--- config.mk ---
export PLATFORM = sky130hd
export DESIGN_NAME = ttp_host_port
export DESIGN_NICKNAME = d
export VERILOG_FILES = /design/src/design/ttp_pkg.sv /design/src/design/ttp_host_port.sv
export VERILOG_INCLUDE_DIRS = /design/src /design/src/design
export SDC_FILE = /design/constraint.sdc
export NUM_CORES = 1
export LEC_CHECK = 0
export ABC_AREA = 1
export BUFFER_PORTS_ARGS = -buffer_cell sky130_fd_sc_hd__buf_2
export CAP_MARGIN = 20
export CORE_AREA = 2 2 132 134
export DETAILED_ROUTE_END_ITERATION = 16
export DIE_AREA = 0 0 134 136
export GPL_TIMING_DRIVEN = 1
export HOLD_SLACK_MARGIN = 0.08
export PLACE_DENSITY_LB_ADDON = 0.1
export SYNTH_ARGS = -nofsm -noshare
export SYNTH_HDL_FRONTEND = slang
export SYNTH_SLANG_ARGS = --single-unit
--- constraint.sdc ---
create_clock -name ref_clk -period 3.8 [get_ports ref_clk]
set_input_delay 0.57 -clock ref_clk [delete_from_list [all_inputs] [get_ports ref_clk]]
set_output_delay 0.57 -clock ref_clk [all_outputs]
set_load 0.1 [all_outputs]
--- src/design/ttp_regs.svh ---
// How it works
// RL1: irq flag follows transmit-empty or receive-full
// RL2: status read clears irq flag
// RL3: burst pause end sets transmit-empty
// RL4: status read or non-burst clears transmit-empty
// RL5: held received digit sets receive-full
// RL6: status read clears receive-full
// RL7: valid tone absence sets delayed_steer_flag
// RL8: valid tone pair clears delayed_steer_flag
// RL9: host waits 100ms then resets; testbench waits 10 clock cycles after rst_n rises
// RL10: host reset: read, writes 0,0,0,8,0, read
// RL11: select high control/status, low data
// RL12: host burst setup writes a then b
// RL13: burst is 50 ms tone, 50 ms pause
// RL14: transmit-empty 100 ms after digit write
// RL15: extended burst doubles delay to 200 ms
// RL16: host waits irq or polls status
// RL17: host writes next digit when b1 set
// RL18: host reads receive data when b2 set
// RL19: select bit steers next write to b
// RL20: irq pin pulls low on events
// RL21: burst active while control b bit0 low
// RL22: status read releases irq pin
// RL23: intervals counted in clock cycles
`ifndef TTP_REGS_SVH
`define TTP_REGS_SVH
// ==========================================
// bit positions
`define TTP_ST_IRQ 0
`define TTP_ST_TXE 1
`define TTP_ST_RXF 2
`define TTP_ST_STEER 3
`define TTP_CA_TONE 0
`define TTP_CA_CP 1
`define TTP_CA_IRQEN 2
`define TTP_CA_NEXT_SEL 3
`define TTP_CB_NOBURST 0
`define TTP_CB_TEST 1
// ==========================================
// reset values
`define TTP_CTRL_RST 4'h0
`define TTP_STAT_RST 4'h0
// ==========================================
// timing
`define TTP_CLK_KHZ 20000
`define TTP_BURST_MS 50
`define TTP_BURST_CYC (`TTP_BURST_MS * `TTP_CLK_KHZ)
`endif

--- src/design/ttp_pkg.sv ---
package ttp_pkg;
  typedef struct packed {
    logic rs;
    logic rd_n;
    logic wr_n;
    logic [3:0] data;
    logic cp_wave;
  } ttp_pins_t;

  typedef struct packed {
    logic steer;
    logic rx_full;
    logic tx_empty;
    logic irq;
  } ttp_status_t;

  typedef enum logic [1:0] {
    TTP_IDLE,
    TTP_TONE,
    TTP_PAUSE
  } ttp_tx_state_t;
endpackage

--- src/design/ttp_host_port.sv ---
`timescale 1ns/1ns
`include "ttp_regs.svh"

// ==========================================
// receive digit buffer
module ttp_fifo #(
  parameter int WIDTH = 4,
  parameter int DEPTH = 32
) (
  // clock and reset
  input wire logic clk,
  input wire logic rst_n,
  // fill side
  input wire logic in_valid,
  output logic in_ready,
  input wire logic [WIDTH-1:0] in_data,
  // drain side
  output logic out_valid,
  input wire logic out_ready,
  output logic [WIDTH-1:0] out_data
);
  localparam int AW = $clog2(DEPTH);
  logic [WIDTH-1:0] mem_q [DEPTH];
  logic [AW-1:0] wr_ptr_q;
  logic [AW-1:0] rd_ptr_q;
  logic [AW:0] count_q;
  logic push;
  logic pop;

  assign out_valid = (count_q != '0);
  assign out_data = mem_q[rd_ptr_q];
  assign push = in_valid && in_ready;
  assign pop = out_valid && out_ready;

  always_ff @(posedge clk) begin
    if (push) begin
      mem_q[wr_ptr_q] <= in_data;
    end
  end

  always_ff @(posedge clk or negedge rst_n) begin
    if (!rst_n) begin
      wr_ptr_q <= '0;
      rd_ptr_q <= '0;
      count_q <= '0;
      in_ready <= 1'b1;
    end else begin
      if (push) begin
        wr_ptr_q <= (wr_ptr_q == AW'(DEPTH - 1)) ? '0 : wr_ptr_q + 1'b1;
      end
      if (pop) begin
        rd_ptr_q <= (rd_ptr_q == AW'(DEPTH - 1)) ? '0 : rd_ptr_q + 1'b1;
      end
      if (push && !pop) begin
        count_q <= count_q + 1'b1;
        in_ready <= (count_q != (AW+1)'(DEPTH - 1));
      end else if (pop && !push) begin
        count_q <= count_q - 1'b1;
        in_ready <= 1'b1;
      end
    end
  end
endmodule

// ==========================================
// host port top
module ttp_host_port #(
  parameter int BURST_CYC = `TTP_BURST_CYC,
  parameter int FIFO_DEPTH = 32
) (
  // clock and reset
  input wire logic ref_clk,
  input wire logic rst_n,
  // host bus pins
  input wire logic register_select_line,
  input wire logic rd_n,
  input wire logic wr_n,
  input wire logic [3:0] data_in,
  output logic [3:0] data_out,
  output logic data_oe,
  // open-drain interrupt pin
  output logic interrupt_or_progress_out,
  output logic interrupt_or_progress_oe,
  // call progress square wave from receive filter
  input wire logic cp_wave,
  // decoder side
  input wire logic rx_valid,
  output logic rx_ready,
  input wire logic [3:0] rx_digit,
  input wire logic tone_pair_seen,
  input wire logic tone_absent_seen,
  // tone generator side
  output logic tone_on,
  output logic [3:0] tone_digit,
  output logic [3:0] tone_cfg
);
  localparam int CW = $clog2(2 * BURST_CYC + 1);

  // ==========================================
  // reset and pin synchronisers
  logic [1:0] rst_sync_q;
  logic rst_l;
  ttp_pkg::ttp_pins_t pins_in;
  ttp_pkg::ttp_pins_t sync1_q;
  ttp_pkg::ttp_pins_t sync2_q;
  ttp_pkg::ttp_pins_t prev_q;

  always_ff @(posedge ref_clk or negedge rst_n) begin
    if (!rst_n) begin
      rst_sync_q <= 2'h0;
    end else begin
      rst_sync_q <= {rst_sync_q[0], 1'b1};
    end
  end
  assign rst_l = rst_sync_q[1];

  assign pins_in = '{rs: register_select_line, rd_n: rd_n, wr_n: wr_n,
                     data: data_in, cp_wave: cp_wave};

  always_ff @(posedge ref_clk or negedge rst_l) begin
    if (!rst_l) begin
      sync1_q <= '{rs: 1'b0, rd_n: 1'b1, wr_n: 1'b1, data: 4'h0, cp_wave: 1'b0};
      sync2_q <= '{rs: 1'b0, rd_n: 1'b1, wr_n: 1'b1, data: 4'h0, cp_wave: 1'b0};
      prev_q <= '{rs: 1'b0, rd_n: 1'b1, wr_n: 1'b1, data: 4'h0, cp_wave: 1'b0};
    end else begin
      sync1_q <= pins_in;
      sync2_q <= sync1_q;
      prev_q <= sync2_q;
    end
  end

  // ==========================================
  // strobe decode
  logic rd_active;
  logic rd_done;
  logic wr_done;
  logic stat_read;
  logic ctrl_write;
  logic tx_write;
  logic rx_read;

  assign rd_active = !sync2_q.rd_n;
  assign rd_done = !prev_q.rd_n && sync2_q.rd_n;
  assign wr_done = !prev_q.wr_n && sync2_q.wr_n;
  assign stat_read = rd_done && prev_q.rs; // RL11
  assign rx_read = rd_done && !prev_q.rs; // RL11
  assign ctrl_write = wr_done && prev_q.rs; // RL11
  assign tx_write = wr_done && !prev_q.rs; // RL11

  // ==========================================
  // control registers
  logic [3:0] ctrl_a_q;
  logic [3:0] ctrl_b_q;
  logic sel_b_q;
  logic burst_on;
  logic ext_burst;

  always_ff @(posedge ref_clk or negedge rst_l) begin
    if (!rst_l) begin
      ctrl_a_q <= `TTP_CTRL_RST;
      ctrl_b_q <= `TTP_CTRL_RST;
      sel_b_q <= 1'b0;
    end else if (ctrl_write) begin
      if (sel_b_q) begin
        ctrl_b_q <= prev_q.data;
        sel_b_q <= 1'b0; // RL19
      end else begin
        ctrl_a_q <= prev_q.data;
        sel_b_q <= prev_q.data[`TTP_CA_NEXT_SEL]; // RL19
      end
    end
  end

  assign burst_on = !ctrl_b_q[`TTP_CB_NOBURST]; // RL21
  assign ext_burst = ctrl_a_q[`TTP_CA_CP];

  // ==========================================
  // burst transmitter
  ttp_pkg::ttp_tx_state_t tx_state_q;
  logic [CW-1:0] tx_cnt_q;
  logic [CW-1:0] phase_len;
  logic pause_end;

  assign phase_len = ext_burst ? CW'(2 * BURST_CYC) : CW'(BURST_CYC); // RL15
  assign pause_end = (tx_state_q == ttp_pkg::TTP_PAUSE) && (tx_cnt_q == CW'(1));

  always_ff @(posedge ref_clk or negedge rst_l) begin
    if (!rst_l) begin
      tx_state_q <= ttp_pkg::TTP_IDLE;
      tx_cnt_q <= '0;
      tone_digit <= 4'h0;
    end else if (!burst_on) begin
      tx_state_q <= ttp_pkg::TTP_IDLE;
      tx_cnt_q <= '0;
      if (tx_write) begin
        tone_digit <= prev_q.data;
      end
    end else begin
      case (tx_state_q)
        ttp_pkg::TTP_IDLE: begin
          if (tx_write) begin
            tone_digit <= prev_q.data;
            tx_state_q <= ttp_pkg::TTP_TONE;
            tx_cnt_q <= phase_len; // RL23
          end
        end
        ttp_pkg::TTP_TONE: begin
          if (tx_cnt_q == CW'(1)) begin
            tx_state_q <= ttp_pkg::TTP_PAUSE; // RL13
            tx_cnt_q <= phase_len;
          end else begin
            tx_cnt_q <= tx_cnt_q - 1'b1; // RL23
          end
        end
        ttp_pkg::TTP_PAUSE: begin
          if (tx_cnt_q == CW'(1)) begin
            tx_state_q <= ttp_pkg::TTP_IDLE; // RL14
            tx_cnt_q <= '0;
          end else begin
            tx_cnt_q <= tx_cnt_q - 1'b1;
          end
        end
        default: begin
          tx_state_q <= ttp_pkg::TTP_IDLE;
        end
      endcase
    end
  end

  always_ff @(posedge ref_clk or negedge rst_l) begin
    if (!rst_l) begin
      tone_on <= 1'b0;
      tone_cfg <= 4'h0;
    end else begin
      tone_cfg <= ctrl_b_q;
      if (burst_on) begin
        tone_on <= ctrl_a_q[`TTP_CA_TONE] && (tx_state_q == ttp_pkg::TTP_TONE); // RL13
      end else begin
        tone_on <= ctrl_a_q[`TTP_CA_TONE];
      end
    end
  end

  // ==========================================
  // receive buffer and data register
  logic fifo_valid;
  logic [3:0] fifo_data;
  logic rdr_full_q;
  logic [3:0] rdr_q;
  logic rdr_load;

  ttp_fifo #(
    .WIDTH(4),
    .DEPTH(FIFO_DEPTH)
  ) u_rx_fifo (
    .clk(ref_clk),
    .rst_n(rst_l),
    .in_valid(rx_valid),
    .in_ready(rx_ready),
    .in_data(rx_digit),
    .out_valid(fifo_valid),
    .out_ready(rdr_load),
    .out_data(fifo_data)
  );

  assign rdr_load = fifo_valid && (!rdr_full_q || rx_read);

  always_ff @(posedge ref_clk or negedge rst_l) begin
    if (!rst_l) begin
      rdr_full_q <= 1'b0;
      rdr_q <= 4'h0;
    end else if (rdr_load) begin
      rdr_full_q <= 1'b1;
      rdr_q <= fifo_data;
    end else if (rx_read) begin
      rdr_full_q <= 1'b0;
    end
  end

  // ==========================================
  // status flags, set wins over clear
  ttp_pkg::ttp_status_t stat_q;
  logic txe_set;
  logic rxf_set;

  assign txe_set = burst_on && pause_end; // RL3
  assign rxf_set = rdr_load; // RL5

  always_ff @(posedge ref_clk or negedge rst_l) begin
    if (!rst_l) begin
      stat_q <= `TTP_STAT_RST;
    end else begin
      if (txe_set) begin
        stat_q.tx_empty <= 1'b1; // RL3
      end else if (stat_read || !burst_on) begin
        stat_q.tx_empty <= 1'b0; // RL4
      end
      if (rxf_set) begin
        stat_q.rx_full <= 1'b1; // RL5
      end else if (stat_read) begin
        stat_q.rx_full <= 1'b0; // RL6
      end
      if (txe_set || rxf_set) begin
        stat_q.irq <= 1'b1; // RL1
      end else if (stat_read) begin
        stat_q.irq <= 1'b0; // RL2
      end
      if (tone_absent_seen) begin
        stat_q.steer <= 1'b1; // RL7
      end else if (tone_pair_seen) begin
        stat_q.steer <= 1'b0; // RL8
      end
    end
  end

  // ==========================================
  // read data and interrupt pin
  always_ff @(posedge ref_clk or negedge rst_l) begin
    if (!rst_l) begin
      data_out <= 4'h0;
      data_oe <= 1'b0;
    end else begin
      data_oe <= rd_active;
      if (sync2_q.rs) begin
        data_out <= stat_q; // RL11
      end else begin
        data_out <= rdr_q; // RL11
      end
    end
  end

  always_ff @(posedge ref_clk or negedge rst_l) begin
    if (!rst_l) begin
      interrupt_or_progress_out <= 1'b0;
      interrupt_or_progress_oe <= 1'b0;
    end else begin
      interrupt_or_progress_out <= 1'b0;
      if (!ctrl_a_q[`TTP_CA_IRQEN]) begin
        interrupt_or_progress_oe <= 1'b0;
      end else if (ctrl_a_q[`TTP_CA_CP]) begin
        interrupt_or_progress_oe <= !sync2_q.cp_wave;
      end else if (ctrl_b_q[`TTP_CB_TEST]) begin
        interrupt_or_progress_oe <= !stat_q.steer;
      end else begin
        interrupt_or_progress_oe <= stat_q.irq; // RL20 RL22
      end
    end
  end
endmodule

==> results of run 1 <==
-- kinds of logic (layout without fill, tap and decap cells) --
family                     Yosys count  after routing
and+or+nand+nor                    489            489
DFF                                225            225
AOI/OAI and AO/OA                  116            116
buffers and inverters              115            163
adders and majority gates           19             19
xor gates and xnor gates            16             16
other                                2              2
muxes                                1              1
-- what timing repair did --
item | CTS | global route
hold buffers | 1 | 0
hold endpoints to repair | 2 | 0
setup buffers | 0 | 0
-- worst register-to-register path, cell delays in order, from the launching register on --
cell,delay (ps)
dfstp_2,530
inv_1,50
o31ai_1,280
nand2_1,340
ha_1,350
inv_1,190
ha_1,310
nand3_1,100
nand3_1,100
nand2_1,100
a21oi_1,90
o21bai_1,130
nand2_1,60
nand2_1,50
nand2_1,40
-- power breakdown --
| group | switching (mW) | internal, mW |
|---|---|---|
| sequential | 0.345 | 2.97 |
| clock | 0.940 | 1.40 |
| combinational | 2.65 | 1.06 |
| total | 3.94 | 5.43 |
-- cell usage in the layout (no fill, tap or decap), types with 3 or more instances in the layout --
cell / count
ha_1: 18
clkbuf_16: 25
edfxtp_1: 128
dfstp_2: 7
o21ai_0: 61
clkinv_1: 5
nor2_1: 174
nand2_1: 195
xor2_1: 11
clkbuf_1: 5
xnor2_1: 5
inv_1: 73
dfrtp_1: 89
a21oi_1: 15
nand4_1: 7
clkbuf_8: 6
o22ai_1: 4
nand2_2: 5
nand3_1: 92
clkinv_2: 5
inv_2: 4
buf_4: 3
nor3_1: 3
buf_2: 32
o211ai_1: 13
o21ai_1: 14
nor2_2: 5
-- worst paths after layout --
| path | startpoint | to |
|---|---|---|
| max | sync2_q[6]$_DFF_PN1_ | u_rx_fifo.count_q[5]$_DFFE_PN0P_ |
| min | rd_n | sync1_q[6]$_DFF_PN1_ |
| max reg2reg | sync2_q[6]$_DFF_PN1_ | u_rx_fifo.count_q[5]$_DFFE_PN0P_ |
| min reg2reg | sync2_q[3]$_DFF_PN0_ | prev_q[3]$_DFF_PN0_ |
| max in group asynchronous | rst_sync_q[1]$_DFF_PN0_ | sync2_q[6]$_DFF_PN1_ |
| min in group asynchronous | rst_n | rst_sync_q[1]$_DFF_PN0_ |
-- per-layer routing --
| metal | GRT usage [%] | wire, µm | vias up |
|---|---|---|---|
| met5 | 0 | 0 | - |
| met4 | 6.68 | 525 | 0 |
| met3 | 4.18 | 1040 | 43 |
| met2 | 36.4 | 9280 | 150 |
| met1 | 32.9 | 9430 | 3109 |
| li1 | - | - | 3334 |
-- through the flow --
step	cells	util, %	area, µm²
floorplan	983	-	9890
global placement	1209	60.2	10200
detailed placement	1209	60.2	10200
CTS	1255	65.1	11000
global route	1256	65.2	11000
finish	1256	65.2	11000
-- cell type report --
cell class                      count  area [µm²]  share of cell area [%]
Timing Repair Buffer               37         213                    1.93
Sequential cell                   225        6280                    57.1
Multi-Input combinational cell    643        3110                    28.3
Clock buffer                       36         727                    6.60
Inverter                           81         305                    2.77
Tap cell                          225         282                    2.56
Clock inverter                      9        85.1                   0.773
-- sequential cells by signal, indices dropped and copies added, names as in the netlist, 2 cells and up --
| name | cells |
|---|---|
| tx_cnt_q | 21 |
| u_rx_fifo.count_q | 6 |
| sync2_q | 8 |
| u_rx_fifo.mem_q | 128 |
| u_rx_fifo.rd_ptr_q | 5 |
| stat_q | 4 |
| u_rx_fifo.wr_ptr_q | 5 |
| rdr_q | 4 |
| ctrl_a_q | 3 |
| data_out | 4 |
| prev_q | 7 |
| ctrl_b_q | 4 |
| tone_digit | 4 |
| tone_cfg | 4 |
| tx_state_q | 2 |
| sync1_q | 8 |
| rst_sync_q | 2 |
==> reports/qor.yml, run 1 <==
grt_pass1_vias: 6463
core_um2: 16900
area_growth_pct: 11.3
synthMuxAreaShare_pct: 0.114
worst-path-max-fanout: 11
antenna_found_initial: 0
grt_max_degree: 75
synth_compound_area_share_pct: 6.59
setup_viol: 0
end_kind: "flop"
synth-xor-area-share_pct: 1.42
start_util_pct: 58.6
cp_common_cell: "nand2_1"
fin_tns_setup_ps: 0
drv_slew: 0
synth_top_family_by_area: "simple AND/OR/NAND/NOR gates"
n_antenna_cell: 0
hold_ws_ps: 140
die_h_um: 136
crit_cells: 14
hold_viol_final: 0
cts.sinks: 225
gr-total-overflow: 0
ys_top_cells_by_count: "nand2_1, nor2_1, edfxtp_1"
setup_slack_ps: 981
die-area_um2: 18200
nets: 1049
cp_cell_sequence: "inv_1, o31ai_1, nand2_1, ha_1, inv_1, ha_1, nand3_1, nand3_1, nand2_1, a21oi_1, o21bai_1, nand2_1, nand2_1, nand2_1"
tightestPinTransition_ps: 819
cts_max_path_buffers: 3
cts_tree: "built"
synth_seq_area_share_pct: 63.5
cpLargestDelayFamily: "simple AND/OR/NAND/NOR gates"
synth_cell_types: 45
route.vias.total: 6636
rows: 48
wl_um: 20300
outcome: "finished, final reports clean"
synth_most_common_cell: "nand2_1"
drive_gt1_share_pct: 10.3
dr.pass1.iters: 5
critPathArrivalTime_ps: 3240
cts_root_buffer: "clkbuf_16"
finalPower_mw: 9.36
htreeDepth: 1
peakVddDrop_uv: 528
synth-seq-cells: 225
yosysWarnings: 0
vias_per_cell: 5.28
grt_usage_pct: 23.0
path_clk_slew_ps: 60
io_pins: 34
fmax_mhz: 355
drv_cap: 0
grt_pass1_wl_um: 32800
relSlewSlack_pct: 45.4
synth_area_um2: 9890
place_congestion: 0.865
fillers: 1335
rsz0062_at_grt: "no"
synth_ff_type: "edfxtp_1"
wire_per_inst_um: 16.1
critPathLaunchType: "flop"
finalCritPeriodShare_pct: 74.2
fin_crit_ps: 2820
ys_async_sr_fraction_pct: 43.1
synth_fa_ha_area_share_pct: 2.48
synth_enable_flop_cells: 128
clock_latency_ps: 520
dp.final_hpwl_um: 13000
crit_path_top_delay_cell: "dfstp_2"
powerDensity_nw_per_um2: 851
worst-endpoint-required_ps: 4220
power.leakage_nw: 4.60
fin_skew_ps: 13.4
netlist_instances: 983
synth_top_area_share_pct: 38.8
critPathKind: "reg2reg"
syn_avg_cell_area_um2: 10.1
drcViolationCount: 0
rr_worst_depth: 14
cts_made_buffers: 25
r2r_slack_ps: 980
ant_nets: 0
synth_simple_gate_area_share_pct: 20.8
cp_num_buf_inv: 2
pre_cts_slack_ps: 999
post_cts_resized: 0
drtIter0Drc: 584
synth_area_leaders: "edfxtp_1, dfrtp_1, nand2_1"
synth_nets: 1019
critPathMaxStageDelay_ps: 530
synth_largest_area_cell: "edfxtp_1"
die_w_um: 134
io_buffers: 32
hold_depth: 1
min_path_type: "in2reg"
(Power assumes the default switching activity.)
==> run 2: changes to the inputs <==
==> constraint.sdc (replaced) <==
create_clock -name ref_clk -period 2.9 [get_ports ref_clk]
set_input_delay 0.435 -clock ref_clk [delete_from_list [all_inputs] [get_ports ref_clk]]
set_output_delay 0.435 -clock ref_clk [all_outputs]
set_load 0.1 [all_outputs]
==> run 2 against run 1 <==
Die area is the same. Cell count rose by 0.96%. Clock power rose by 30%. Final area grew 0.98%. Critical endpoint unchanged. Maximum frequency increased by 16%. Core utilization increased by 0.64 points. Global-route usage up 0.055 points. Total power grew 32%. Combinational power increased by 32%.
==> reports/qor.yml, run 2 (synthesis results as in run 1) <==
relSlewSlack_pct: 45.8  # +0.40 points
end_kind: "flop"
critPathKind: "reg2reg"
fin_skew_ps: 8.16  # -5.29 ps
cts_max_path_buffers: 3  # unchanged
gr-total-overflow: 0  # unchanged
outcome: "finished, final reports clean"
fmax_mhz: 410  # +16%
place_area_um2: 10200  # +0.71%
largestRegisters: "u_rx_fifo.mem_q: 128 flops, tx_cnt_q: 21 flops"
hold_buffers: 9  # +8
area_growth_pct: 12.3
drtIter0Drc: 510  # -13%
grt_max_degree: 51  # -32%
finalPower_mw: 12.3  # +32%
wl_um: 20400  # +0.48%
htreeDepth: 1  # unchanged
drcViolationCount: 0  # unchanged
drv_cap: 0  # unchanged
rows: 48  # unchanged
io_buffers: 32  # unchanged
hold_ws_ps: 97.5  # -42.7 ps
drive_gt1_share_pct: 10.6  # +0.36 points
largest_reg_flops: 128  # unchanged
post_cts_buffers: 0  # unchanged
die-area_um2: 18200  # unchanged
cts.sinks: 225  # unchanged
hold_viol_final: 0  # unchanged
cts_root_buffer: "clkbuf_16"
top_register: "u_rx_fifo.mem_q"
peakVddDrop_uv: 640  # +21%
clock_latency_ps: 520  # about the same
critPathArrivalTime_ps: 2850  # -390 ps
fillers: 1304  # -2.3%
dr.pass1.iters: 6  # +1
drv_slew: 0  # unchanged
antenna_found_initial: 0  # unchanged
ant_nets: 0  # unchanged
worst-path-max-fanout: 6  # -5
core_um2: 16900  # unchanged
fin_tns_setup_ps: 0  # unchanged
path_clk_slew_ps: 60  # about the same
grt_usage_pct: 23.0  # +0.055 points
cts_tree: "built"
setup_slack_ps: 463  # -518 ps
dp.final_hpwl_um: 13400  # +2.9%
vias_per_cell: 5.37  # +1.7%
io_pins: 34  # unchanged
post_cts_resized: 0  # unchanged
place_congestion: 0.848  # -1.9%
tightestPinTransition_ps: 812  # -7.12 ps
nets: 1062  # +1.2%
route.vias.total: 6810  # +2.6%
final_common_cell: "nand2_1"
n_antenna_cell: 0  # unchanged
grt_pass1_wl_um: 32800  # +0.11%
min_path_type: "in2reg"
die_w_um: 134  # unchanged
cts_made_buffers: 23  # -8.0%
die_h_um: 136  # unchanged
powerDensity_nw_per_um2: 1110  # +30%
rsz0062_at_grt: "no"
finalCritPeriodShare_pct: 84.0  # +9.8 points
pre_cts_slack_ps: 448  # -551 ps
start_util_pct: 58.6  # unchanged
worst-endpoint-required_ps: 3310  # -910 ps
critPathLaunchType: "flop"
grt_pass1_vias: 6381  # -1.3%
fin_area_um2: 11100  # +0.98%
final_cell_mix: "nand2_1, nor2_1, edfxtp_1, nand3_1, dfrtp_1"
setup_viol: 0  # unchanged
power.leakage_nw: 4.64  # +0.89%
wire_per_inst_um: 16.1  # -0.47%
fin_crit_ps: 2440  # -382 ps
## run 2: changes by cell type in the layout (fill, tap and decap cells not counted), sizes merged
cell,delta
buf,+7
bufinv,+3
clkbuf,-9
clkinvlp,+3
dlygate4sd3,+8
## run 2: layout make-up
type | count | area, µm² | share of cell area (%)
Sequential cell | 225 | 6280 | 56.5
Clock buffer | 27 | 591 | 5.31
Tap cell | 225 | 282 | 2.53
Timing Repair Buffer | 52 | 345 | 3.11
Clock inverter | 15 | 196 | 1.77
Inverter | 81 | 305 | 2.75
Multi-Input combinational cell | 643 | 3110 | 28.0
## run 2: path summary, 6_finish.rpt
path                                               endpoint                     from  depth (start not counted)  slack (ps)
max                        u_rx_fifo.count_q[5]$_DFFE_PN0P_     sync2_q[6]$_DFF_PN1_                         14         460
min                                   stat_q[3]$_DFFE_PN0P_           tone_pair_seen                          2         100
max reg2reg                u_rx_fifo.count_q[5]$_DFFE_PN0P_     sync2_q[6]$_DFF_PN1_                         14         460
min reg2reg                               data_oe$_DFF_PN0_  rst_sync_q[1]$_DFF_PN0_                          0         340
max in group asynchronous          tx_cnt_q[13]$_DFFE_PN0P_  rst_sync_q[1]$_DFF_PN0_                          1        1890
min in group asynchronous           rst_sync_q[0]$_DFF_PN0_                    rst_n                          2         220
## run 2: critical path, stage by stage (launching register included)
cell,delay [ps]
dfstp_2,530
inv_1,60
o31ai_1,270
nand2_1,120
ha_1,240
inv_1,180
ha_1,310
nand3_1,100
nand3_1,80
nand2_1,90
a21oi_1,80
o21bai_1,120
nand2_1,60
nand2_1,50
nand2_1,40
## run 2: metal layers
layer  up-vias  part of all wire, %  wire (µm)  track usage (%)
met2       186                   47       9490             36.7
met4         0                  2.0        402             5.67
met3        34                  5.9       1190             3.62
met5         -                    0          0                0
li1       3356                    -          -                -
met1      3234                   46       9290             33.6
## run 2: metrics by stage
step,cells,utilization (%)
6_report,1268,65.9
3_3_place_gp,1217,60.7
4_1_cts,1268,65.9
2_1_floorplan,983,-
5_1_grt,1268,65.9
3_5_place_dp,1217,60.7
## run 2: power by group
group          switching [mW]  leakage (nW)  internal (mW)
logic                    3.48          1.94           1.43
clock network            1.22         0.374           1.83
registers               0.461          2.33           3.89
==> run 3: changes to the inputs <==
--- a/config.mk
+++ b/config.mk
@@ -6,12 +6,12 @@
 export SDC_FILE = /design/constraint.sdc
 export NUM_CORES = 1
 export LEC_CHECK = 0
-export ABC_AREA = 1
+export ABC_AREA = 0
 export BUFFER_PORTS_ARGS = -buffer_cell sky130_fd_sc_hd__buf_2
 export CAP_MARGIN = 20
-export CORE_AREA = 2 2 132 134
+export CORE_AREA = 2 2 129 131
 export DETAILED_ROUTE_END_ITERATION = 16
-export DIE_AREA = 0 0 134 136
+export DIE_AREA = 0 0 131 133
 export GPL_TIMING_DRIVEN = 1
 export HOLD_SLACK_MARGIN = 0.08
 export PLACE_DENSITY_LB_ADDON = 0.1
==> constraint.sdc (replaced) <==
create_clock -name ref_clk -period 2.3 [get_ports ref_clk]
set_input_delay 0.345 -clock ref_clk [delete_from_list [all_inputs] [get_ports ref_clk]]
set_output_delay 0.345 -clock ref_clk [all_outputs]
set_load 0.1 [all_outputs]
==> run 3 against run 2 <==
The flow now finishes with violations (setup timing). Flip-flop and latch count is the same. Register-to-register slack worse by 570 ps. Die area down 4.4%. Largest power group unchanged. Synthesized area decreased by 5.0%. Non-clock buffer count increased by 68. Critical path type unchanged. Clock skew increased by 9.9 ps. Routed wire length shrank 6.6%.
==> reports/qor.yml, run 3 <==
outcome: "complete, but fails checks"
violations: "setup timing"
grt_max_degree: 96  # +88%
powerDensity_nw_per_um2: 1300  # +18%
drive_gt1_share_pct: 30.6  # +20 points
synth_seq_area_share_pct: 66.8  # +3.3 points
io_buffers: 32  # unchanged
grt_pass1_wl_um: 31300  # -4.8%
power.leakage_nw: 4.44  # -4.4%
yosysWarnings: 0  # unchanged
hold_depth: 3  # +1
final_cell_mix: "edfxtp_1, dfrtp_1, buf_4, nor2_1, nand2_1"
syn_avg_cell_area_um2: 14.5  # +44%
fmax_mhz: 415  # +1.1%
die-area_um2: 17400  # -4.4%
nets: 804  # -24%
crit_path_top_delay_cell: "dfstp_2"
synth_cell_types: 61  # +36%
hold_viol_final: 0  # unchanged
rsz0062_at_grt: "yes"
synth_area_um2: 9400  # -5.0%
place_congestion: 0.838  # -1.2%
critPathMaxStageDelay_ps: 520  # about the same
cpLargestDelayFamily: "compound AO/OA/AOI/OAI gates"
htreeDepth: 1  # unchanged
tightestPinTransition_ps: 674  # -138 ps
fin_util_pct: 71.0  # +5.2 points
clock_latency_ps: 510  # about the same
synth_top_area_share_pct: 40.9  # +2.0 points
drcViolationCount: 0  # unchanged
peakVddDrop_uv: 948  # +48%
cts_made_buffers: 23  # unchanged
end_kind: "flop"
synth_most_common_cell: "edfxtp_1"
wire_per_inst_um: 18.9  # +18%
core_um2: 16200  # -4.2%
worst-endpoint-required_ps: 2720  # -590 ps
cp_cell_sequence: "or3b_4, a22oi_2, inv_2, ha_4, inv_6, ha_4, a21o_1, a21oi_2, buf_4, o21ai_2, nand3_2, xor2_1"
largest_reg_flops: 128  # unchanged
finalPower_mw: 15.0  # +22%
synth_largest_area_cell: "edfxtp_1"
min_path_type: "in2reg"
cts.sinks: 225  # unchanged
relSlewSlack_pct: 55.0  # +9.2 points
grt_usage_pct: 23.1  # +0.094 points
wl_um: 19000  # -6.6%
die_h_um: 133  # -2.2%
cp_common_cell: "ha_4"
cts_root_buffer: "clkbuf_16"
grt_pass1_vias: 6162  # -3.4%
setup_viol: 4  # +4
n_antenna_cell: 0  # unchanged
dr.pass1.iters: 5  # -1
io_pins: 34  # unchanged
drv_cap: 0  # unchanged
ys_async_sr_fraction_pct: 43.1  # unchanged
start_util_pct: 58.1  # -0.51 points
ant_nets: 0  # unchanged
min_from: "tone_pair_seen"
finalCritPeriodShare_pct: 105  # +21 points
antenna_found_initial: 0  # unchanged
synth_nets: 685  # -33%
area_growth_pct: 22.2
setup_slack_ps: -110  # -573 ps
cp_num_buf_inv: 3  # +1
rows: 47  # -2.1%
netlist_instances: 649  # -34%
critPathKind: "reg2reg"
path_clk_slew_ps: 60  # about the same
critPathLaunchType: "flop"
die_w_um: 131  # -2.2%
r2r_slack_ps: -110  # -570 ps
synth-seq-cells: 225  # unchanged
worstReg2RegEnd: "u_rx_fifo.count_q[5]$_DFFE_PN0P_"
synth_ff_type: "edfxtp_1"
ys_top_cells_by_count: "edfxtp_1, dfrtp_1, nor2_1"
fin_crit_ps: 2410  # -26.8 ps
worst-path-max-fanout: 5  # -1
r2r-start: "sync2_q[6]$_DFF_PN1_"
gr-total-overflow: 0  # unchanged
vias_per_cell: 5.78  # +7.6%
cts_max_path_buffers: 3  # unchanged
final_common_cell: "edfxtp_1"
critPathArrivalTime_ps: 2830  # -20 ps
top_register: "u_rx_fifo.mem_q"
synth_area_leaders: "edfxtp_1, dfrtp_1, mux4_2"
drv_slew: 0  # unchanged
rr_worst_depth: 12  # -2
drtIter0Drc: 306  # -40%
min_to: "stat_q[3]$_DFFE_PN0P_"
route.vias.total: 5810  # -15%
fin_skew_ps: 18.1  # +9.95 ps
fin_tns_setup_ps: -303  # -303 ps
cts_tree: "built"
dp.final_hpwl_um: 12600  # -6.3%
largestRegisters: "u_rx_fifo.mem_q: 128 flops, tx_cnt_q: 21 flops"
synth_enable_flop_cells: 128  # unchanged
run 3: changes by cell type in the layout (fill, tap and decap cells not counted), moves of 11 or more:
cell,change
nand2_1,-149
nor2_1,-120
o21ai_1,-12
o211ai_1,-11
mux2_2,+16
a22oi_1,+16
buf_4,+61
o21ai_0,-34
inv_1,-58
mux4_2,+32
nand3_1,-78
run 3: worst max path at each step:
stage,depth (start not counted),startpoint,slack (ps),to
4_1_cts,11,sync2_q[6]$_DFF_PN1_,-100,u_rx_fifo.count_q[5]$_DFFE_PN0P_
3_3_place_gp,11,sync2_q[6]$_DFF_PN1_,-160,u_rx_fifo.count_q[5]$_DFFE_PN0P_
2_1_floorplan,12,sync2_q[6]$_DFF_PN1_,-390,u_rx_fifo.count_q[5]$_DFFE_PN0P_
5_1_grt,12,sync2_q[6]$_DFF_PN1_,-270,u_rx_fifo.count_q[5]$_DFFE_PN0P_
3_5_place_dp,11,sync2_q[6]$_DFF_PN1_,-210,u_rx_fifo.count_q[5]$_DFFE_PN0P_
6_report,12,sync2_q[6]$_DFF_PN1_,-110,u_rx_fifo.count_q[5]$_DFFE_PN0P_
run 3: layout make-up:
type	instances	area, µm²
Clock inverter	10	189
Fill cell	1081	4690
Clock buffer	32	659
Timing Repair Buffer	120	907
Sequential cell	225	6280
Inverter	19	76.3
Multi-Input combinational cell	379	3090
Tap cell	220	275
run 3: timing repair:
action	in CTS	in global routing
endpoints found under the hold margin	11	0
setup endpoints to repair	14	13
gates resized for setup	13	14
buffers inserted	3	5
hold buffers	10	0
pin swaps	7	16
run 3: logic make-up (layout without fill, tap and decap cells):
| kind of cell | after synthesis | in the layout | share of synthesized area, % |
|---|---|---|---|
| AOI/OAI and AO/OA | 112 | 112 | 7.89 |
| and+or+nand+nor | 185 | 185 | 9.82 |
| other | 2 | 2 | 0.0799 |
| adders and majority gates | 19 | 19 | 2.61 |
| DFF | 225 | 225 | 66.8 |
| buffers and inverters | 45 | 181 | 1.96 |
| muxes | 49 | 49 | 9.70 |
| xor gates and xnor gates | 12 | 12 | 1.12 |
run 3: metrics by stage:
step	setup slack (ps)	area [µm²]	hold WS, ps	cells
after floorplan	-388	9460	49.4	649
after global placement	-156	10300	129	945
after detailed placement	-206	10300	135	945
after CTS	-105	11400	101	1000
after global routing	-266	11500	123	1005
final	-110	11500	114	1005
run 3: tightest hold or removal path, delay by kind of cell:
family | cells | cell delay [ps]
compound gates | 1 | 100
buf+inv | 2 | 140
run 3: power breakdown:
part           internal, mW  switching [mW]
Sequential             4.85           0.453
Clock                  2.57            1.51
Combinational          2.44            3.16
run 3: metal layers:
| layer | up-vias | track usage, % | share of wire [%] |
|---|---|---|---|
| li1 | 2706 | - | - |
| met3 | 44 | 3.56 | 4.3 |
| met2 | 143 | 40.1 | 52 |
| met1 | 2917 | 29.7 | 41 |
| met5 | - | 0 | 0 |
| met4 | 0 | 7.86 | 2.6 |
